## src/acs_pkg.sv

```systemverilog
// Overview of operation
// - Each channel map bit reads one when its channel is enabled, zero otherwise.
// - Writing one to an enable strobe bit sets that map bit; zeros change nothing.
// - Writing one to a disable strobe bit clears that map bit; zeros change nothing.
// - The channel map resets to all zeros, every channel disabled.
// - Channel count is a parameter; unimplemented map bits ignore enable writes.
// - Plain 8-bit and 10-bit conversion taken straight from the 10-bit core.
// - 11-bit mode combines 4 consecutive samples into one result.
// - 12-bit mode combines 16 consecutive samples into one result.
// - Every channel's result goes through one shared result register.
// - A trigger converts all enabled channels, or channels 0 and 1 in touch mode; sources software, pin and timer.
// - The trigger pin fires on rising, falling or either edge, as selected.
// - A 16-bit timer issues periodic conversion triggers.
// - Touch mode sequencer drives pad controls and runs touch conversions unaided.
// - Exactly one peripheral DMA channel moves results without the processor.
package acs_pkg;
   localparam logic [7:0] OFS_CTRL = 8'h00;
   localparam logic [7:0] OFS_CMD = 8'h04;
   localparam logic [7:0] OFS_STATUS = 8'h08;
   localparam logic [7:0] OFS_PERIOD = 8'h0C;
   localparam logic [7:0] OFS_RESULT = 8'h10;
   localparam logic [7:0] OFS_ENABLE = 8'h40;
   localparam logic [7:0] OFS_DISABLE = 8'h44;
   localparam logic [7:0] OFS_MAP = 8'h48;
   localparam logic [31:0] MAP_RESET = 32'h0000_0000;
   localparam logic [15:0] PERIOD_RESET = 16'h00FF;
   localparam logic [1:0] RESP_OKAY = 2'h0;
   localparam logic [1:0] RESP_SLVERR = 2'h2;
   localparam int CMD_START_BIT = 0;
   localparam int RES_VALID_BIT = 31;
   localparam int RES_CHAN_LSB = 16;
   localparam int RAW_W = 10;
   localparam int VAL_W = 12;
   localparam int ACC_W = 14;
   localparam int CHAN_W = 5;
   localparam int TIMER_W = 16;
   // Pad drive patterns: {x_plus, x_minus, y_plus, y_minus}
   localparam logic [3:0] PAD_IDLE = 4'h0;
   localparam logic [3:0] PAD_X_MEAS = 4'hC;
   localparam logic [3:0] PAD_Y_MEAS = 4'h3;
   localparam logic [4:0] TOUCH_X_CH = 5'h00;
   localparam logic [4:0] TOUCH_Y_CH = 5'h01;

   typedef enum logic [1:0] {
      RES_8 = 2'h0,
      RES_10 = 2'h1,
      RES_11 = 2'h2,
      RES_12 = 2'h3
   } acs_res_t;

   typedef enum logic [1:0] {
      TRG_SOFT = 2'h0,
      TRG_PIN = 2'h1,
      TRG_TIMER = 2'h2,
      TRG_NONE = 2'h3
   } acs_trig_t;

   typedef enum logic [1:0] {
      EDGE_RISE = 2'h0,
      EDGE_FALL = 2'h1,
      EDGE_ANY = 2'h2,
      EDGE_OFF = 2'h3
   } acs_edge_t;

   // Control register layout, bit 31 downward
   typedef struct packed {
      logic [22:0] unused;
      logic dma_en;
      logic touch_mode;
      acs_edge_t edge_sel;
      acs_trig_t trig_src;
      acs_res_t res;
      logic enable;
   } acs_ctrl_t;

   typedef struct packed {
      logic [CHAN_W-1:0] chan;
      logic [VAL_W-1:0] value;
   } acs_result_t;

   typedef enum logic [1:0] {
      ST_IDLE = 2'b00,
      ST_ARM = 2'b01,
      ST_WAIT = 2'b11,
      ST_STORE = 2'b10
   } acs_state_t;
endpackage

```

## src/acs_sequencer.sv

```systemverilog
`timescale 1ns/1ps
module acs_fifo #(
   parameter int WIDTH = 17,
   parameter int DEPTH = 32
) (
   input wire logic aclk,
   input wire logic aresetn,
   input wire logic [WIDTH-1:0] in_data,
   input wire logic in_valid,
   output logic in_ready,
   output logic [WIDTH-1:0] out_data,
   output logic out_valid,
   input wire logic out_ready,
   output logic [$clog2(DEPTH):0] level
);
   localparam int AW = $clog2(DEPTH);
   logic [WIDTH-1:0] mem [DEPTH];
   logic [AW-1:0] wr_ptr_reg;
   logic [AW-1:0] rd_ptr_reg;
   logic [AW:0] count_reg;
   logic push;
   logic pop;

   if (DEPTH < 2 || (1 << AW) != DEPTH) begin : g_bad_depth
      $error("acs_fifo depth must be a power of two, at least 2");
   end

   assign in_ready = count_reg != (AW+1)'(DEPTH);
   assign out_valid = count_reg != '0;
   assign out_data = mem[rd_ptr_reg];
   assign level = count_reg;
   assign push = in_valid && in_ready;
   assign pop = out_valid && out_ready;

   always_ff @(posedge aclk) begin
      if (push) begin
         mem[wr_ptr_reg] <= in_data;
      end
   end

   always_ff @(posedge aclk) begin
      if (!aresetn) begin
         wr_ptr_reg <= '0;
         rd_ptr_reg <= '0;
         count_reg <= '0;
      end else begin
         if (push) begin
            wr_ptr_reg <= wr_ptr_reg + AW'(1);
         end
         if (pop) begin
            rd_ptr_reg <= rd_ptr_reg + AW'(1);
         end
         if (push && !pop) begin
            count_reg <= count_reg + (AW+1)'(1);
         end else if (pop && !push) begin
            count_reg <= count_reg - (AW+1)'(1);
         end
      end
   end
endmodule

module acs_sequencer #(
   parameter int NUM_CH = 8,
   parameter int FIFO_DEPTH = 32
) (
   input wire logic aclk,
   input wire logic aresetn,
   input wire logic [7:0] s_axi_awaddr,
   input wire logic s_axi_awvalid,
   output logic s_axi_awready,
   input wire logic [31:0] s_axi_wdata,
   input wire logic [3:0] s_axi_wstrb,
   input wire logic s_axi_wvalid,
   output logic s_axi_wready,
   output logic [1:0] s_axi_bresp,
   output logic s_axi_bvalid,
   input wire logic s_axi_bready,
   input wire logic [7:0] s_axi_araddr,
   input wire logic s_axi_arvalid,
   output logic s_axi_arready,
   output logic [31:0] s_axi_rdata,
   output logic [1:0] s_axi_rresp,
   output logic s_axi_rvalid,
   input wire logic s_axi_rready,
   input wire logic trigger_pin,
   output logic conv_start,
   output logic [4:0] conv_chan,
   input wire logic conv_done,
   input wire logic [9:0] conv_data,
   output logic [3:0] pad_ctrl,
   output logic dma_req,
   output logic [31:0] dma_data,
   input wire logic dma_ack
);
   localparam int RW = acs_pkg::CHAN_W + acs_pkg::VAL_W;

   if (NUM_CH < 2 || NUM_CH > 32) begin : g_bad_ch
      $error("acs_sequencer supports 2 to 32 channels");
   end

   acs_pkg::acs_ctrl_t ctrl_reg;
   acs_pkg::acs_state_t state_reg;
   logic [31:0] ch_map_reg;
   logic [31:0] scan_reg;
   logic [15:0] period_reg;
   logic [15:0] timer_reg;
   logic pin_prev_reg;
   logic [3:0] sample_reg;
   logic [acs_pkg::ACC_W-1:0] acc_reg;
   logic aw_got_reg;
   logic w_got_reg;
   logic [7:0] awaddr_reg;
   logic [31:0] wdata_reg;
   logic [3:0] wstrb_reg;
   logic s_axi_awready_reg;
   logic s_axi_wready_reg;
   logic s_axi_bvalid_reg;
   logic [1:0] s_axi_bresp_reg;
   logic s_axi_arready_reg;
   logic s_axi_rvalid_reg;
   logic [31:0] s_axi_rdata_reg;
   logic [1:0] s_axi_rresp_reg;
   logic conv_start_reg;
   logic [4:0] conv_chan_reg;
   logic [3:0] pad_ctrl_reg;
   logic dma_req_reg;
   logic [31:0] dma_data_reg;

   logic [31:0] impl_mask;
   logic [31:0] wmask;
   logic do_write;
   logic rd_take;
   logic soft_trig;
   logic pin_rise;
   logic pin_fall;
   logic pin_trig;
   logic timer_trig;
   logic trig_fire;
   logic [3:0] need_last;
   logic [4:0] next_chan;
   logic [acs_pkg::VAL_W-1:0] scaled;
   acs_pkg::acs_result_t push_word;
   logic push_ready;
   logic [RW-1:0] head_word;
   acs_pkg::acs_result_t head;
   logic head_valid;
   logic pop;
   logic bus_pop;
   logic [$clog2(FIFO_DEPTH):0] fifo_level;
   logic [31:0] head_reg_view;

   assign impl_mask = 32'hFFFF_FFFF >> (32 - NUM_CH);
   assign wmask = {{8{wstrb_reg[3]}}, {8{wstrb_reg[2]}}, {8{wstrb_reg[1]}}, {8{wstrb_reg[0]}}};
   assign do_write = aw_got_reg && w_got_reg && !s_axi_bvalid_reg;
   assign rd_take = s_axi_arvalid && s_axi_arready_reg;

   // AXI write path: address and data taken in either order
   always_ff @(posedge aclk) begin
      if (!aresetn) begin
         aw_got_reg <= 1'b0;
         w_got_reg <= 1'b0;
         awaddr_reg <= 8'h00;
         wdata_reg <= 32'h0000_0000;
         wstrb_reg <= 4'h0;
         s_axi_awready_reg <= 1'b0;
         s_axi_wready_reg <= 1'b0;
         s_axi_bvalid_reg <= 1'b0;
         s_axi_bresp_reg <= acs_pkg::RESP_OKAY;
      end else begin
         s_axi_awready_reg <= !aw_got_reg && !(s_axi_awvalid && s_axi_awready_reg);
         s_axi_wready_reg <= !w_got_reg && !(s_axi_wvalid && s_axi_wready_reg);
         if (s_axi_awvalid && s_axi_awready_reg) begin
            aw_got_reg <= 1'b1;
            awaddr_reg <= s_axi_awaddr;
         end
         if (s_axi_wvalid && s_axi_wready_reg) begin
            w_got_reg <= 1'b1;
            wdata_reg <= s_axi_wdata;
            wstrb_reg <= s_axi_wstrb;
         end
         if (do_write) begin
            s_axi_bvalid_reg <= 1'b1;
            case (awaddr_reg)
               acs_pkg::OFS_CTRL, acs_pkg::OFS_CMD, acs_pkg::OFS_PERIOD,
               acs_pkg::OFS_ENABLE, acs_pkg::OFS_DISABLE:
                  s_axi_bresp_reg <= acs_pkg::RESP_OKAY;
               default: s_axi_bresp_reg <= acs_pkg::RESP_SLVERR;
            endcase
         end else if (s_axi_bvalid_reg && s_axi_bready) begin
            s_axi_bvalid_reg <= 1'b0;
            aw_got_reg <= 1'b0;
            w_got_reg <= 1'b0;
            s_axi_awready_reg <= 1'b1;
            s_axi_wready_reg <= 1'b1;
         end
      end
   end

   always_ff @(posedge aclk) begin
      if (!aresetn) begin
         ctrl_reg <= '0;
         period_reg <= acs_pkg::PERIOD_RESET;
      end else if (do_write) begin
         if (awaddr_reg == acs_pkg::OFS_CTRL) begin
            ctrl_reg <= (ctrl_reg & ~wmask) | (wdata_reg & wmask);
         end
         if (awaddr_reg == acs_pkg::OFS_PERIOD) begin
            period_reg <= (period_reg & ~wmask[15:0]) | (wdata_reg[15:0] & wmask[15:0]);
         end
      end
   end

   // Channel map: only software touches it
   always_ff @(posedge aclk) begin
      if (!aresetn) begin
         ch_map_reg <= acs_pkg::MAP_RESET;
      end else if (do_write && awaddr_reg == acs_pkg::OFS_ENABLE) begin
         ch_map_reg <= ch_map_reg | (wdata_reg & wmask & impl_mask);
      end else if (do_write && awaddr_reg == acs_pkg::OFS_DISABLE) begin
         ch_map_reg <= ch_map_reg & ~(wdata_reg & wmask);
      end
   end

   assign head = acs_pkg::acs_result_t'(head_word);
   // Empty FIFO reads as zero so stale slots never leak out
   assign head_reg_view = head_valid ? {1'b1, 10'h000, head.chan, 4'h0, head.value}
      : 32'h0000_0000;
   assign bus_pop = rd_take && s_axi_araddr == acs_pkg::OFS_RESULT;

   // AXI read path: one beat, answer one cycle after the address
   always_ff @(posedge aclk) begin
      if (!aresetn) begin
         s_axi_arready_reg <= 1'b0;
         s_axi_rvalid_reg <= 1'b0;
         s_axi_rdata_reg <= 32'h0000_0000;
         s_axi_rresp_reg <= acs_pkg::RESP_OKAY;
      end else if (rd_take) begin
         s_axi_arready_reg <= 1'b0;
         s_axi_rvalid_reg <= 1'b1;
         s_axi_rresp_reg <= acs_pkg::RESP_OKAY;
         case (s_axi_araddr)
            acs_pkg::OFS_CTRL: s_axi_rdata_reg <= ctrl_reg;
            acs_pkg::OFS_CMD: s_axi_rdata_reg <= 32'h0000_0000;
            acs_pkg::OFS_STATUS: s_axi_rdata_reg <= {16'h0000, 8'(fifo_level),
               4'h0, head_valid, dma_req_reg, state_reg};
            acs_pkg::OFS_PERIOD: s_axi_rdata_reg <= {16'h0000, period_reg};
            acs_pkg::OFS_RESULT: s_axi_rdata_reg <= head_reg_view;
            acs_pkg::OFS_ENABLE, acs_pkg::OFS_DISABLE: s_axi_rdata_reg <= 32'h0000_0000;
            acs_pkg::OFS_MAP: s_axi_rdata_reg <= ch_map_reg;
            default: begin
               s_axi_rdata_reg <= 32'h0000_0000;
               s_axi_rresp_reg <= acs_pkg::RESP_SLVERR;
            end
         endcase
      end else if (s_axi_rvalid_reg && s_axi_rready) begin
         s_axi_rvalid_reg <= 1'b0;
         s_axi_arready_reg <= 1'b1;
      end else begin
         s_axi_arready_reg <= !s_axi_rvalid_reg;
      end
   end

   // Trigger sources
   assign soft_trig = do_write && awaddr_reg == acs_pkg::OFS_CMD
      && wdata_reg[acs_pkg::CMD_START_BIT] && wstrb_reg[0];
   assign pin_rise = trigger_pin && !pin_prev_reg;
   assign pin_fall = !trigger_pin && pin_prev_reg;
   always_comb begin
      case (ctrl_reg.edge_sel)
         acs_pkg::EDGE_RISE: pin_trig = pin_rise;
         acs_pkg::EDGE_FALL: pin_trig = pin_fall;
         acs_pkg::EDGE_ANY: pin_trig = pin_rise || pin_fall;
         default: pin_trig = 1'b0;
      endcase
   end
   assign timer_trig = ctrl_reg.trig_src == acs_pkg::TRG_TIMER && timer_reg >= period_reg;
   always_comb begin
      case (ctrl_reg.trig_src)
         acs_pkg::TRG_SOFT: trig_fire = soft_trig;
         acs_pkg::TRG_PIN: trig_fire = pin_trig;
         acs_pkg::TRG_TIMER: trig_fire = timer_trig || soft_trig;
         default: trig_fire = 1'b0;
      endcase
   end

   always_ff @(posedge aclk) begin
      if (!aresetn) begin
         pin_prev_reg <= 1'b0;
      end else begin
         pin_prev_reg <= trigger_pin;
      end
   end

   // Free-running period timer, restarts on each trigger it issues
   always_ff @(posedge aclk) begin
      if (!aresetn) begin
         timer_reg <= 16'h0000;
      end else if (!ctrl_reg.enable || ctrl_reg.trig_src != acs_pkg::TRG_TIMER) begin
         timer_reg <= 16'h0000;
      end else if (timer_trig) begin
         timer_reg <= 16'h0000;
      end else begin
         timer_reg <= timer_reg + 16'h0001;
      end
   end

   always_comb begin
      case (ctrl_reg.res)
         acs_pkg::RES_11: need_last = 4'h3;
         acs_pkg::RES_12: need_last = 4'hF;
         default: need_last = 4'h0;
      endcase
   end

   always_comb begin
      case (ctrl_reg.res)
         acs_pkg::RES_8: scaled = {4'h0, acc_reg[9:2]};
         acs_pkg::RES_10: scaled = {2'h0, acc_reg[9:0]};
         acs_pkg::RES_11: scaled = {1'b0, acc_reg[11:1]};
         default: scaled = acc_reg[13:2];
      endcase
   end

   always_comb begin
      next_chan = 5'h00;
      for (int i = 31; i >= 0; i--) begin
         if (scan_reg[i]) begin
            next_chan = 5'(i);
         end
      end
   end

   assign push_word.chan = conv_chan_reg;
   assign push_word.value = scaled;

   // Sequencer: one channel at a time, stalls while the FIFO is full
   always_ff @(posedge aclk) begin
      if (!aresetn) begin
         state_reg <= acs_pkg::ST_IDLE;
         scan_reg <= 32'h0000_0000;
         sample_reg <= 4'h0;
         acc_reg <= '0;
         conv_start_reg <= 1'b0;
         conv_chan_reg <= 5'h00;
         pad_ctrl_reg <= acs_pkg::PAD_IDLE;
      end else begin
         conv_start_reg <= 1'b0;
         case (state_reg)
            acs_pkg::ST_IDLE: begin
               pad_ctrl_reg <= acs_pkg::PAD_IDLE;
               if (ctrl_reg.enable && trig_fire) begin
                  state_reg <= acs_pkg::ST_ARM;
                  scan_reg <= ctrl_reg.touch_mode ? 32'h0000_0003 : ch_map_reg & impl_mask;
               end
            end
            acs_pkg::ST_ARM: begin
               sample_reg <= 4'h0;
               acc_reg <= '0;
               if (scan_reg == 32'h0000_0000) begin
                  state_reg <= acs_pkg::ST_IDLE;
               end else begin
                  state_reg <= acs_pkg::ST_WAIT;
                  conv_start_reg <= 1'b1;
                  if (ctrl_reg.touch_mode) begin
                     conv_chan_reg <= scan_reg[0] ? acs_pkg::TOUCH_X_CH : acs_pkg::TOUCH_Y_CH;
                     pad_ctrl_reg <= scan_reg[0] ? acs_pkg::PAD_X_MEAS : acs_pkg::PAD_Y_MEAS;
                  end else begin
                     conv_chan_reg <= next_chan;
                  end
               end
            end
            acs_pkg::ST_WAIT: begin
               if (conv_done) begin
                  acc_reg <= acc_reg + acs_pkg::ACC_W'(conv_data);
                  sample_reg <= sample_reg + 4'h1;
                  if (sample_reg == need_last) begin
                     state_reg <= acs_pkg::ST_STORE;
                  end else begin
                     conv_start_reg <= 1'b1;
                  end
               end
            end
            acs_pkg::ST_STORE: begin
               if (push_ready) begin
                  state_reg <= acs_pkg::ST_ARM;
                  scan_reg <= scan_reg & (scan_reg - 32'h0000_0001);
               end
            end
            default: state_reg <= acs_pkg::ST_IDLE;
         endcase
      end
   end

   acs_fifo #(
      .WIDTH(RW),
      .DEPTH(FIFO_DEPTH)
   ) u_fifo (
      .aclk(aclk),
      .aresetn(aresetn),
      .in_data(push_word),
      .in_valid(state_reg == acs_pkg::ST_STORE),
      .in_ready(push_ready),
      .out_data(head_word),
      .out_valid(head_valid),
      .out_ready(pop),
      .level(fifo_level)
   );

   // Single DMA channel drains the shared result
   assign pop = (dma_ack && dma_req_reg) || bus_pop;
   always_ff @(posedge aclk) begin
      if (!aresetn) begin
         dma_req_reg <= 1'b0;
         dma_data_reg <= 32'h0000_0000;
      end else begin
         dma_req_reg <= head_valid && ctrl_reg.dma_en && !pop;
         dma_data_reg <= head_reg_view;
      end
   end

   assign s_axi_awready = s_axi_awready_reg;
   assign s_axi_wready = s_axi_wready_reg;
   assign s_axi_bvalid = s_axi_bvalid_reg;
   assign s_axi_bresp = s_axi_bresp_reg;
   assign s_axi_arready = s_axi_arready_reg;
   assign s_axi_rvalid = s_axi_rvalid_reg;
   assign s_axi_rdata = s_axi_rdata_reg;
   assign s_axi_rresp = s_axi_rresp_reg;
   assign conv_start = conv_start_reg;
   assign conv_chan = conv_chan_reg;
   assign pad_ctrl = pad_ctrl_reg;
   assign dma_req = dma_req_reg;
   assign dma_data = dma_data_reg;

   map_reset_a: assert property (@(posedge aclk) !aresetn |=> ch_map_reg == 32'h0000_0000)
      else $error("channel map not cleared by reset");
   map_read_a: assert property (@(posedge aclk) disable iff (!aresetn)
      rd_take && s_axi_araddr == acs_pkg::OFS_MAP |=> s_axi_rdata == $past(ch_map_reg))
      else $error("map read differs from channel map");
   enable_set_a: assert property (@(posedge aclk) disable iff (!aresetn)
      do_write && awaddr_reg == acs_pkg::OFS_ENABLE && wstrb_reg == 4'hF
      |=> (ch_map_reg & $past(wdata_reg & impl_mask)) == $past(wdata_reg & impl_mask)
         && (ch_map_reg & ~$past(wdata_reg)) == ($past(ch_map_reg) & ~$past(wdata_reg)))
      else $error("enable strobe did not set only its bits");
   disable_clr_a: assert property (@(posedge aclk) disable iff (!aresetn)
      do_write && awaddr_reg == acs_pkg::OFS_DISABLE && wstrb_reg == 4'hF
      |=> ch_map_reg == ($past(ch_map_reg) & ~$past(wdata_reg)))
      else $error("disable strobe wrong");
   unimpl_zero_a: assert property (@(posedge aclk) disable iff (!aresetn)
      (ch_map_reg & ~impl_mask) == 32'h0000_0000)
      else $error("unimplemented channel enabled");
   busy_ignore_a: assert property (@(posedge aclk) disable iff (!aresetn)
      state_reg == acs_pkg::ST_WAIT && trig_fire && !conv_done
      |=> state_reg == acs_pkg::ST_WAIT && $stable(scan_reg))
      else $error("trigger disturbed a running sequence");
   avg_count_a: assert property (@(posedge aclk) disable iff (!aresetn)
      state_reg == acs_pkg::ST_WAIT && $past(state_reg) == acs_pkg::ST_WAIT && $rose(conv_start)
      |-> sample_reg != 4'h0 && sample_reg <= need_last)
      else $error("extra sample in averaging");
   scale_width_a: assert property (@(posedge aclk) disable iff (!aresetn)
      state_reg == acs_pkg::ST_STORE && ctrl_reg.res == acs_pkg::RES_11
      |-> scaled == {1'b0, acc_reg[11:1]} && sample_reg == 4'h4)
      else $error("11-bit result badly formed");
   pin_edge_a: assert property (@(posedge aclk) disable iff (!aresetn)
      state_reg == acs_pkg::ST_IDLE && ctrl_reg.enable && ctrl_reg.trig_src == acs_pkg::TRG_PIN
      && ctrl_reg.edge_sel == acs_pkg::EDGE_FALL && pin_fall |=> state_reg == acs_pkg::ST_ARM)
      else $error("falling pin edge missed");
   touch_pads_a: assert property (@(posedge aclk) disable iff (!aresetn)
      ctrl_reg.touch_mode && state_reg == acs_pkg::ST_WAIT |-> pad_ctrl != acs_pkg::PAD_IDLE)
      else $error("touch conversion with pads idle");
   dma_valid_a: assert property (@(posedge aclk) disable iff (!aresetn)
      dma_req |-> head_valid && dma_data == head_reg_view)
      else $error("dma request without result");
endmodule

```

## config.mk

```make
export PLATFORM = sky130hd
export DESIGN_NAME = acs_sequencer
export DESIGN_NICKNAME = d
export VERILOG_FILES = /design/src/acs_pkg.sv /design/src/acs_sequencer.sv
export SDC_FILE = /design/constraint.sdc
export NUM_CORES = 1
export LEC_CHECK = 0
export BUFFER_PORTS_ARGS = -buffer_cell sky130_fd_sc_hd__buf_2
export CORE_MARGIN = 2
export CORE_UTILIZATION = 35
export DETAILED_ROUTE_END_ITERATION = 8
export PLACE_DENSITY = 0.46
export SYNTH_ARGS = -nofsm -noshare
export SYNTH_HDL_FRONTEND = slang
export SYNTH_SLANG_ARGS = --single-unit
```

## constraint.sdc

```tcl
create_clock -name aclk -period 4.7 [get_ports aclk]
set_clock_uncertainty 0.05 [all_clocks]
set_input_delay 0.94 -clock aclk [delete_from_list [all_inputs] [get_ports aclk]]
set_output_delay 0.94 -clock aclk [all_outputs]
set_load 0.01 [all_outputs]
```

==> results by group, run 1 <==
Status
  • Status: finished clean

Drt
  • 1st-iter DRT viols: 1374
  • Vias per inst: between 5 and 6
  • Final wirelength: 91700 µm
  • Post-route DRC: 0
  • Final ANT Viol Nets: 0
  • Via count: around 20000
  • First drt pass iteration count: 5
  • DR WL/cell: between 20 and 25 µm

Power and ir drop
  • Clock Power Share: 0.468
  • P_int: between 10 and 15 mW
  • NetSw: 3.07 mW
  • Leak pwr: roughly 13 nW
  • Pwr Density: around 380 nW/µm²
  • Max IR drop VDD: ~0.28 mV
  • Final Power: 14.8 mW
  • Combinational share of power: 0.013
  • Sw frac: 0.207
  • Sequential fraction of design power: 0.520

Clock network
  • Hold buffer count at cts: 0
  • Root buffer cell: clkbuf_16
  • Clock sink count: 826
  • H-Tree Depth: 3
  • CTS tree: done
  • Post-CTS Setup Bufs: 0
  • Clock transition at path regs: ~0.060 ns
  • Largest buffer count on any clock path: 3
  • Clk_lat worst skew: around 0.64 ns
  • PostCTS Resize Cnt: 0
  • CTS Buf Count: 90

Placed design
  • Pre-CTS setup slack: ~0.24 ns
  • IO buf count: roughly 140
  • Cell area after placement: between 30000 and 40000 µm²
  • RePlAce Congestion: about 0.84
  • DP HPWL: around 58000 µm
  • Dpl cells: around 3600

Worst setup path
  • CP Class: in2reg
  • Largest driver fanout on the critical path: 5
  • Startpoint Class: input port
  • Crit path capture type: flop
  • Critical Path AT: around 4.4 ns
  • CP required: approximately 5.2 ns

STA
  • Worst Tran Pin Value: 1.09 ns
  • Final setup vio count: 0
  • Max Fclk: ~260 MHz
  • Hold Fails Final Rpt: 0
  • Count of pins over their slew limit: 0
  • Min Hold Slack: roughly 0.39 ns
  • Post-route minimum period: around 3.9 ns
  • RSZ-0062 raised after global routing: false
  • Final setup margin: 0.797 ns
  • Sum Neg Setup Slack: 0 ns
  • Final period util: 0.830
  • Worst rel slew slack: 0.275

Yosys
  • Cells after synthesis: about 2300
  • Distinct cells, synth: 81
  • Mapped Area: 33100 µm²
  • EDFF count, synth: between 500 and 600
  • Yosys warns: 0
  • #FFs+latches synth: around 830
  • Seq/Total Area, Yosys: 0.663
  • Synthesized area per cell: ~14 µm²
  • Ys async rst share: 0
  • Post-synth top flop: edfxtp_1

Global routing
  • Vias in the first global route: around 21000
  • Initial antenna violation count: 1
  • Largest net degree at the start of global routing: between 100 and 150
  • Tot GR Track Use: 0.189
  • Gr ovfl total: 0
  • First-pass GRT wire length: between 100000 and 150000 µm

Cells and area
  • Number of flip-flops under the largest register name: 544
  • Nets: about 2600
  • Top reg by flops: u_fifo.mem
  • Synthesis-to-finish area growth: 16.4%
  • Post-layout util: 0.412
  • Finished Cell Area: just under 40000 µm²
  • Finished Layout Cells: 3810
  • Fraction of layout cells with a size suffix above 1: 0.238

Worst hold path
  • Min-delay worst type: reg2reg

Floorplan
  • Die X: 312 µm
  • Cell row count: about 110
  • Core Region: about 94000 µm²
  • Initial core utilization: 0.354
  • I/O pins: around 160
  • DIE AREA: around 97000 µm²
  • Die H: between 300 and 400 µm

Run
  • Number of max-cap violations: 0
## worst paths after layout
path / start / endpoint / slack [ns] / depth (start not counted)
worst max-delay path: s_axi_araddr[1] / u_fifo.level[5] / 0.80 / 16
worst min-delay path: ch_map_reg[27] / ch_map_reg[27] / 0.39 / 2
worst max register to register: u_fifo.level[1] / u_fifo.level[5] / 1.22 / 14
worst min register to register: ch_map_reg[27] / ch_map_reg[27] / 0.39 / 2
## synthesized netlist by cell type (4+ instances only)
| cell type | n | share of area |
|---|---|---|
| a211oi_1 | 7 | 0.0016 |
| a21o_1 | 6 | 0.0014 |
| a21oi_1 | 165 | 0.025 |
| a222oi_1 | 7 | 0.0021 |
| a22oi_1 | 33 | 0.0075 |
| a311oi_1 | 8 | 0.0021 |
| a31oi_1 | 8 | 0.0015 |
| a32o_1 | 5 | 0.0015 |
| and2_1 | 5 | 0.00094 |
| and3_1 | 7 | 0.0013 |
| and4_1 | 4 | 0.0011 |
| buf_1 | 16 | 0.0018 |
| buf_2 | 13 | 0.0020 |
| buf_4 | 20 | 0.0045 |
| clkbuf_1 | 100 | 0.011 |
| dfxtp_1 | 282 | 0.17 |
| edfxtp_1 | 544 | 0.49 |
| ha_1 | 40 | 0.015 |
| inv_1 | 42 | 0.0048 |
| mux2i_1 | 42 | 0.013 |
| mux4_2 | 170 | 0.12 |
| nand2_1 | 258 | 0.029 |
| nand2b_1 | 18 | 0.0034 |
| nand3_1 | 61 | 0.0092 |
| nand3b_1 | 4 | 0.00091 |
| nand4_1 | 12 | 0.0023 |
| nor2_1 | 154 | 0.017 |
| nor2b_1 | 7 | 0.0013 |
| nor3_1 | 13 | 0.0020 |
| nor4_1 | 13 | 0.0025 |
| o211ai_1 | 11 | 0.0025 |
| o21ai_0 | 76 | 0.011 |
| o21bai_1 | 4 | 0.00091 |
| o221ai_1 | 18 | 0.0048 |
| o31ai_1 | 10 | 0.0023 |
| or2_2 | 4 | 0.00075 |
| or3_1 | 10 | 0.0019 |
| or4_1 | 6 | 0.0014 |
| or4_4 | 5 | 0.0017 |
| xnor2_1 | 17 | 0.0045 |
| xor2_1 | 18 | 0.0048 |
## critical path: stages
cell	delay [ns]
buf_2	0.10
or4_1	0.59
nor4_1	0.40
a32oi_1	0.29
nor2_1	0.21
inv_1	0.06
ha_1	0.21
inv_1	0.16
ha_1	0.26
a21o_1	0.17
a21oi_1	0.21
o21bai_1	0.10
a21oi_1	0.18
xnor2_1	0.08
or3_1	0.30
a21oi_1	0.13
## cells by family after synthesis
logic type,synth area share
flip-flops,0.663
XOR/XNOR,0.00925
adder cells (fa/ha/maj),0.0163
AND/OR/NAND/NOR,0.0824
multiplexers,0.129
AO/OA/AOI/OAI,0.0748
other,0.000113
buffers and inverters,0.0251
## routing by layer
metal  vias up  wire (µm)  track usage  part of all wire
li1       9151          -            -                 -
met1     10327      40000        0.249              0.44
met2       501      45800        0.326              0.50
met3       122       3670       0.0264             0.040
met4         0       2220       0.0512             0.024
met5         -          0            0                 0
## power groups by stage
stage                     combinational [mW]  sequential (mW)  clock (mW)
after floorplan                        0.121             7.84           0
after global placement                 0.185             7.85           0
after detailed placement               0.187             7.86           0
after CTS                              0.187             7.70        7.11
after global routing                   0.206             7.70        7.37
final                                  0.186             7.70        6.93
## cells in the final DEF (no fill, tap or decap), types with 12 or more instances in the layout
cell type / n
edfxtp_1: 544
nand2_1: 258
nor4_1: 13
clkbuf_1: 20
xnor2_1: 17
mux2i_1: 42
ha_1: 40
nand2b_1: 18
nand3_1: 61
o21ai_0: 68
mux4_2: 170
clkbuf_16: 94
dfxtp_1: 278
buf_2: 139
a21oi_1: 164
clkinv_2: 14
nand4_1: 12
a22oi_1: 33
nor3_1: 13
clkbuf_8: 12
buf_4: 80
nor2_2: 33
nor2_1: 121
inv_1: 41
o221ai_1: 18
conb_1: 16
xor2_1: 18
## area by class of cell
class | count | area [µm²]
inverter | 42 | 160
sequential | 826 | 22000
clock buffer | 126 | 2590
timing repair buffer | 226 | 1440
tap | 1254 | 1570
multi-input combinational | 1298 | 10500
clock inverter | 37 | 304
fill | 8695 | 55000
antenna | 1 | 2.50
No activity file was read; power rests on OpenSTA's default activity.
==> run 2, diff against run 1 <==
Settings changed: PLACE_DENSITY 0.46 to 0.48.
Clock period 4.7 ns to 3.4 ns, I/O delays scaled along.
==> run 2 against run 1 <==
Global-route usage down 0.23 points. Hold slack worse by 0.17 ns. Count of clock-buffer cells in the layout down 7. Critical path depth unchanged. Via count up 1.6%. Combinational power up 51%. Routed wire length up 0.32%. Register-to-register slack worse by 0.90 ns. Sequential power up 38%. Highest routed layer is now met5. Utilization up 0.50 points. Total power up 38%. Die area unchanged.
==> results by group, run 2 (synthesis results as in run 1) <==
Status
  • Status: finished clean

Worst setup path
  • Critical Path AT: 3.74 ns (-0.68 ns)
  • CP delay by family, top: simple AND/OR/NAND/NOR gates
  • Worst stage delay on the critical path: 0.55 ns (-0.04 ns)
  • Startpoint Class: input port
  • Reg2Reg Depth: 14 (unchanged)
  • R2R Setup Slk: 0.32 ns (-0.90 ns)
  • R2R Path Start: u_fifo.level[1]
  • Worst path slowest cell: or4_4
  • CP required: 3.93 ns (-1.29 ns)
  • Largest driver fanout on the critical path: 4 (-1)
  • Reg2reg end: u_fifo.level[5]
  • CP Cell Sequence: buf_2, or4_4, nor4_4, a32oi_1, nor2_2, inv_1, ha_2, inv_4, ha_4, a21o_1, a21oi_2, o21bai_1, a21oi_1, xnor2_1, or3_1, a21oi_1
  • Crit path capture type: flop
  • CP dominant cell by count: a21oi_1
  • CP Class: in2reg
  • CP bufs+invs: 3 (unchanged)

Floorplan
  • I/O pins: 156 (unchanged)
  • Initial core utilization: 0.354 (unchanged)
  • Die H: 312 µm (unchanged)
  • DIE AREA: 97200 µm² (unchanged)
  • Die X: 312 µm (unchanged)
  • Cell row count: 112 (unchanged)
  • Core Region: 93600 µm² (unchanged)

Drt
  • DR WL/cell: 23.9 µm (-0.77%)
  • 1st-iter DRT viols: 1897 (+38%)
  • Post-route DRC: 0 (unchanged)
  • Vias per inst: 5.30 (+0.53%)
  • Final ANT Viol Nets: 0 (unchanged)
  • First drt pass iteration count: 6 (+1)
  • Final wirelength: 92000 µm (+0.32%)
  • Via count: 20430 (+1.6%)

Clock network
  • H-Tree Depth: 3 (unchanged)
  • Clk_lat worst skew: 0.66 ns (+0.02 ns)
  • Clock transition at path regs: 0.06 ns (about the same)
  • Post-CTS Setup Bufs: 0 (unchanged)
  • Root buffer cell: clkbuf_16
  • Largest buffer count on any clock path: 3 (unchanged)
  • CTS tree: done
  • PostCTS Resize Cnt: 0 (unchanged)
  • Hold buffer count at cts: 0 (unchanged)
  • CTS Buf Count: 90 (unchanged)
  • Clock sink count: 826 (unchanged)

STA
  • Min Hold Slack: 0.217 ns (-0.169 ns)
  • Count of pins over their slew limit: 0 (unchanged)
  • Post-route minimum period: approximately 3.2 ns
  • Worst rel slew slack: 0.203 (-0.0726)
  • Final setup vio count: 0 (unchanged)
  • Final period util: 0.944
  • Hold Fails Final Rpt: 0 (unchanged)
  • Max Fclk: roughly 310 MHz
  • RSZ-0062 raised after global routing: false
  • Worst Tran Pin Value: 1.20 ns (+0.109 ns)
  • Final setup margin: 0.191 ns (-0.606 ns)
  • Sum Neg Setup Slack: 0 ns (unchanged)

Placed design
  • RePlAce Congestion: 0.830 (-1.6%)
  • DP HPWL: 60000 µm (+3.2%)
  • Pre-CTS setup slack: -0.492 ns (-0.727 ns)
  • IO buf count: 139 (unchanged)

Power and ir drop
  • Max IR drop VDD: 0.412 mV (+49%)
  • Final Power: 20.5 mW (+38%)
  • Leak pwr: 13.1 nW (+2.0%)
  • Pwr Density: 525 nW/µm² (+37%)

Cells and area
  • Synthesis-to-finish area growth: 17.8%
  • Top reg by flops: u_fifo.mem
  • Commonest non-fill, non-tap cell in the layout: edfxtp_1
  • Commonest cells after routing, fill and taps aside: edfxtp_1 (544), dfxtp_1 (278), nand2_1 (258), mux4_2 (170), a21oi_1 (163)
  • Nets: 2644 (+1.8%)
  • Post-layout util: 0.417 (+0.00503)
  • Number of flip-flops under the largest register name: 544 (unchanged)
  • Diode count: 0 (-1)
  • Fraction of layout cells with a size suffix above 1: 0.253 (+0.0149)
  • Fillers: 8690 (-0.058%)

Worst hold path
  • Min-delay worst type: in2reg
  • WHS Endpoint: wdata_reg[14]
  • Hold Crit Start: s_axi_wdata[14]
  • Worst hold stages: 3 (+1)

Global routing
  • Gr ovfl total: 0 (unchanged)
  • Initial antenna violation count: 4 (+3)
  • Vias in the first global route: 20385 (-2.4%)
  • Largest net degree at the start of global routing: 75 (-31%)
  • First-pass GRT wire length: 135000 µm (-1.8%)
  • Tot GR Track Use: 0.187 (-0.00227)

Run
  • Number of max-cap violations: 0 (unchanged)
==> run 2: cell types whose count changed in the layout (fill, tap and decap cells not counted), moves of 3 or more <==
cell / delta
buf_12: +9
buf_4: +37
bufinv_16: +3
clkbuf_8: -8
clkinv_2: +7
==> run 2: per-stage QoR <==
stage / instances / cell area, µm²
floorplan: 2317 / 33200
global placement: 3692 / 36200
detailed placement: 3692 / 36200
CTS: 3852 / 39000
global route: 3852 / 39000
finish: 3852 / 39000
==> run 2: worst max-delay path by stage <==
stage	startpoint	end	slack, ns	cells after the start
finish	s_axi_araddr[7]	u_fifo.level[5]	0.19	16
floorplan	s_axi_araddr[7]	u_fifo.level[5]	-0.20	15
detailed placement	s_axi_araddr[7]	u_fifo.level[5]	-0.49	16
global placement	s_axi_araddr[7]	u_fifo.level[5]	-0.47	16
CTS	s_axi_araddr[7]	u_fifo.level[5]	0.19	16
global route	s_axi_araddr[7]	u_fifo.level[5]	0.02	16
==> run 2: where the power goes <==
part | internal, mW | switching, mW
logic | 0.0926 | 0.189
clock network | 5.56 | 4.00
registers | 10.6 | 0.0429
total | 16.3 | 4.23
==> run 2: routing by layer <==
layer	global-route usage	up-vias	part of all wire
li1	-	9234	-
met3	0.0357	148	0.055
met2	0.306	585	0.48
met4	0.0541	2	0.027
met1	0.252	10461	0.44
met5	0	-	0.000098
==> run 2: worst reg2reg max path, stage by stage (launching register included) <==
cell	delay [ns]
dfxtp_1	0.39
or4_1	0.59
nor3_1	0.26
nor2_2	0.07
inv_1	0.08
ha_2	0.20
inv_4	0.05
ha_4	0.20
a21o_1	0.16
a21oi_2	0.17
o21bai_1	0.10
a21oi_1	0.17
xnor2_1	0.10
or3_1	0.30
a21oi_1	0.14
==> run 2: cell type report <==
cell class | instances | area (µm²) | share of cell area
clock inverters | 41 | 404 | 0.0104
multi-input cells | 1298 | 10600 | 0.270
inverters | 42 | 163 | 0.00417
flip-flops and latches | 826 | 22000 | 0.563
repair buffers | 272 | 1890 | 0.0485
clock buffers | 119 | 2460 | 0.0631
well taps | 1254 | 1570 | 0.0402
==> run 3, diff against run 2 <==
Settings changed: PLACE_DENSITY 0.48 to 0.63.
Clock period 3.4 ns to 2.83 ns, I/O delays scaled along.
==> run 3 against run 2 <==
The flow now finishes with violations (setup timing). Sequential power rose by 21%. Clock power is 15% higher. Worst setup slack worse by 0.34 ns.
==> results by group, run 3 (synthesis results as in run 1) <==
Cells and area
  • Nets: 2683 (+1.5%)
  • Post-layout util: 0.419 (+0.00227)
  • Reg area: 22000 µm² (about the same)
  • Finished Cell Area: 39200 µm² (+0.54%)
  • Diode count: 0 (unchanged)
  • Top reg by flops: u_fifo.mem
  • Synthesis-to-finish area growth: 18.4%
  • Fraction of layout cells with a size suffix above 1: 0.261 (+0.00823)
  • Fillers: 8452 (-2.7%)
  • Commonest cells after routing, fill and taps aside: edfxtp_1 (544), dfxtp_1 (277), nand2_1 (258), mux4_2 (170), buf_4 (166)
  • Number of flip-flops under the largest register name: 544 (unchanged)
  • Multi-input logic area: 10600 µm² (+0.42%)
  • Commonest non-fill, non-tap cell in the layout: edfxtp_1

STA
  • Worst rel slew slack: 0.106 (-0.0965)
  • Final setup vio count: 2 (+2)
  • Final setup margin: -0.151 ns (-0.342 ns)
  • Sum Neg Setup Slack: -0.160 ns (-0.160 ns)
  • Post-route minimum period: 2.98 ns
  • Count of pins over their slew limit: 0 (unchanged)
  • Hold Fails Final Rpt: 0 (unchanged)
  • Max Fclk: 335 MHz
  • Min Hold Slack: 0.124 ns (-0.0925 ns)
  • RSZ-0062 raised after global routing: true
  • Final period util: 1.05
  • Worst Tran Pin Value: 1.34 ns (+0.145 ns)

Global routing
  • First-pass GRT wire length: 130000 µm (-3.6%)
  • Met1 Track Usage GR: 0.240 (-0.0116)
  • Most crowded layer after global routing: met2
  • Met2 Usage GRT: 0.282 (-0.0243)
  • Vias in the first global route: 20648 (+1.3%)
  • Largest net degree at the start of global routing: 72 (-4.0%)
  • Grt met3 use: 0.0337 (-0.00200)
  • Tot GR Track Use: 0.176 (-0.0107)
  • Gr ovfl total: 0 (unchanged)
  • Initial antenna violation count: 5 (+1)

Worst setup path
  • Largest driver fanout on the critical path: 5 (+1)
  • CP Depth: 16 (unchanged)
  • CP Class: in2reg
  • CP required: 3.33 ns (-0.60 ns)
  • CP Cell Sequence: buf_6, or4_4, nor4_4, a32oi_2, nor2_2, inv_1, ha_2, inv_4, ha_4, a21o_1, a21oi_2, o21bai_1, a21oi_2, xnor2_1, or3_1, a21oi_1
  • CP delay by family, top: simple AND/OR/NAND/NOR gates
  • CP dominant cell by count: a21oi_2
  • Startpoint Class: input port
  • Worst path slowest cell: or4_4
  • CP bufs+invs: 3 (unchanged)
  • Critical Path AT: 3.48 ns (-0.26 ns)
  • Worst stage delay on the critical path: 0.55 ns (about the same)
  • Crit path capture type: flop
  • Reg2Reg Depth: 14 (unchanged)

Floorplan
  • Die X: 312 µm (unchanged)
  • DIE AREA: 97200 µm² (unchanged)
  • Die H: 312 µm (unchanged)
  • Core Region: 93600 µm² (unchanged)
  • Cell row count: 112 (unchanged)
  • I/O pins: 156 (unchanged)
  • Initial core utilization: 0.354 (unchanged)

Drt
  • Via count: 20935 (+2.5%)
  • Vias per inst: 5.39 (+1.6%)
  • DR WL/cell: 22.3 µm (-6.6%)
  • Final ANT Viol Nets: 0 (unchanged)
  • 1st-iter DRT viols: 1982 (+4.5%)
  • First drt pass iteration count: 5 (-1)
  • Post-route DRC: 0 (unchanged)
  • Final wirelength: 86600 µm (-5.8%)

Power and ir drop
  • Clock Power Share: 0.456 (-0.011)
  • Sw frac: 0.201 (-0.00555)
  • Sequential fraction of design power: 0.530 (+0.010)
  • Pwr Density: 614 nW/µm² (+17%)
  • NetSw: 4.85 mW (+15%)
  • Max IR drop VDD: 0.456 mV (+11%)
  • Combinational share of power: 0.014 (about the same)
  • Leak pwr: 13.2 nW (+1.2%)
  • P_int: 19.3 mW (+19%)

Placed design
  • DP HPWL: 55900 µm (-6.8%)
  • Cell area after placement: 36400 µm² (+0.62%)
  • IO buf count: 139 (unchanged)
  • RePlAce Congestion: 0.863 (+4.0%)

Run
  • Number of max-cap violations: 0 (unchanged)

Status
  • Status: finished, violations left
  • Failing checks: setup timing

Clock network
  • Root buffer cell: clkbuf_16
  • H-Tree Depth: 3 (unchanged)
  • Largest buffer count on any clock path: 3 (unchanged)
  • Clk_lat worst skew: 0.64 ns (-0.02 ns)
  • Clock transition at path regs: 0.06 ns (about the same)
  • CTS Buf Count: 81 (-10%)
  • CTS tree: done
  • Clock sink count: 826 (unchanged)

Worst hold path
  • Min-delay worst type: in2reg
  • Worst hold stages: 3 (unchanged)
==> run 3: final cells by class <==
cell class / count / area share
timing repair buffer: 320 / 0.0571
clock buffer: 113 / 0.0576
multi-input combinational: 1298 / 0.270
inverter: 42 / 0.00414
clock inverter: 32 / 0.0110
tap: 1254 / 0.0400
sequential: 826 / 0.560
==> run 3: path summary, 6_finish.rpt <==
| kind | start | to | slack, ns |
|---|---|---|---|
| setup / recovery | s_axi_araddr[7] | u_fifo.level[5] | -0.15 |
| hold / removal | s_axi_wstrb[1] | wstrb_reg[1] | 0.12 |
| setup reg to reg | u_fifo.level[4] | u_fifo.level[5] | -0.04 |
| hold reg to reg | ch_map_reg[19] | ch_map_reg[19] | 0.38 |
==> run 3: timing repair <==
item	in CTS	in global routing
pin swaps	6	10
gates resized for setup	7	12
setup endpoints to repair	5	30
hold buffers	0	0
buffers inserted	3	8
==> run 3: power by group through the flow <==
stage / Sequential [mW] / Combinational [mW] / Clock, mW
2_1_floorplan: 13.0 / 0.202 / 0
3_3_place_gp: 13.0 / 0.322 / 0
3_5_place_dp: 13.0 / 0.331 / 0
4_1_cts: 12.8 / 0.334 / 11.2
5_1_grt: 12.8 / 0.367 / 11.6
6_report: 12.8 / 0.337 / 11.0
==> run 3: worst register-to-register path, delay by kind of cell, from the launching register on <==
family	cells	cell delay (ns)
AOI/OAI and AO/OA	4	0.45
xor gates and xnor gates	1	0.14
adders and majority gates	2	0.46
buffers and inverters	3	0.28
DFF	1	0.32
and+or+nand+nor	4	1.11
==> run 3: metrics by stage <==
stage / setup slack (ns) / power, mW / cells
2_1_floorplan: -0.659 / 13.2 / 2317
3_3_place_gp: -0.915 / 13.4 / 3730
3_5_place_dp: -0.945 / 13.4 / 3730
4_1_cts: -0.0675 / 24.3 / 3878
5_1_grt: -0.240 / 24.8 / 3885
6_report: -0.151 / 24.1 / 3885
==> run 3: metal layers <==
| layer | part of all wire | wire, µm |
|---|---|---|
| met1 | 0.43 | 36900 |
| met2 | 0.47 | 40900 |
| met3 | 0.072 | 6260 |
| met4 | 0.029 | 2510 |
| met5 | 0.00040 | 35 |
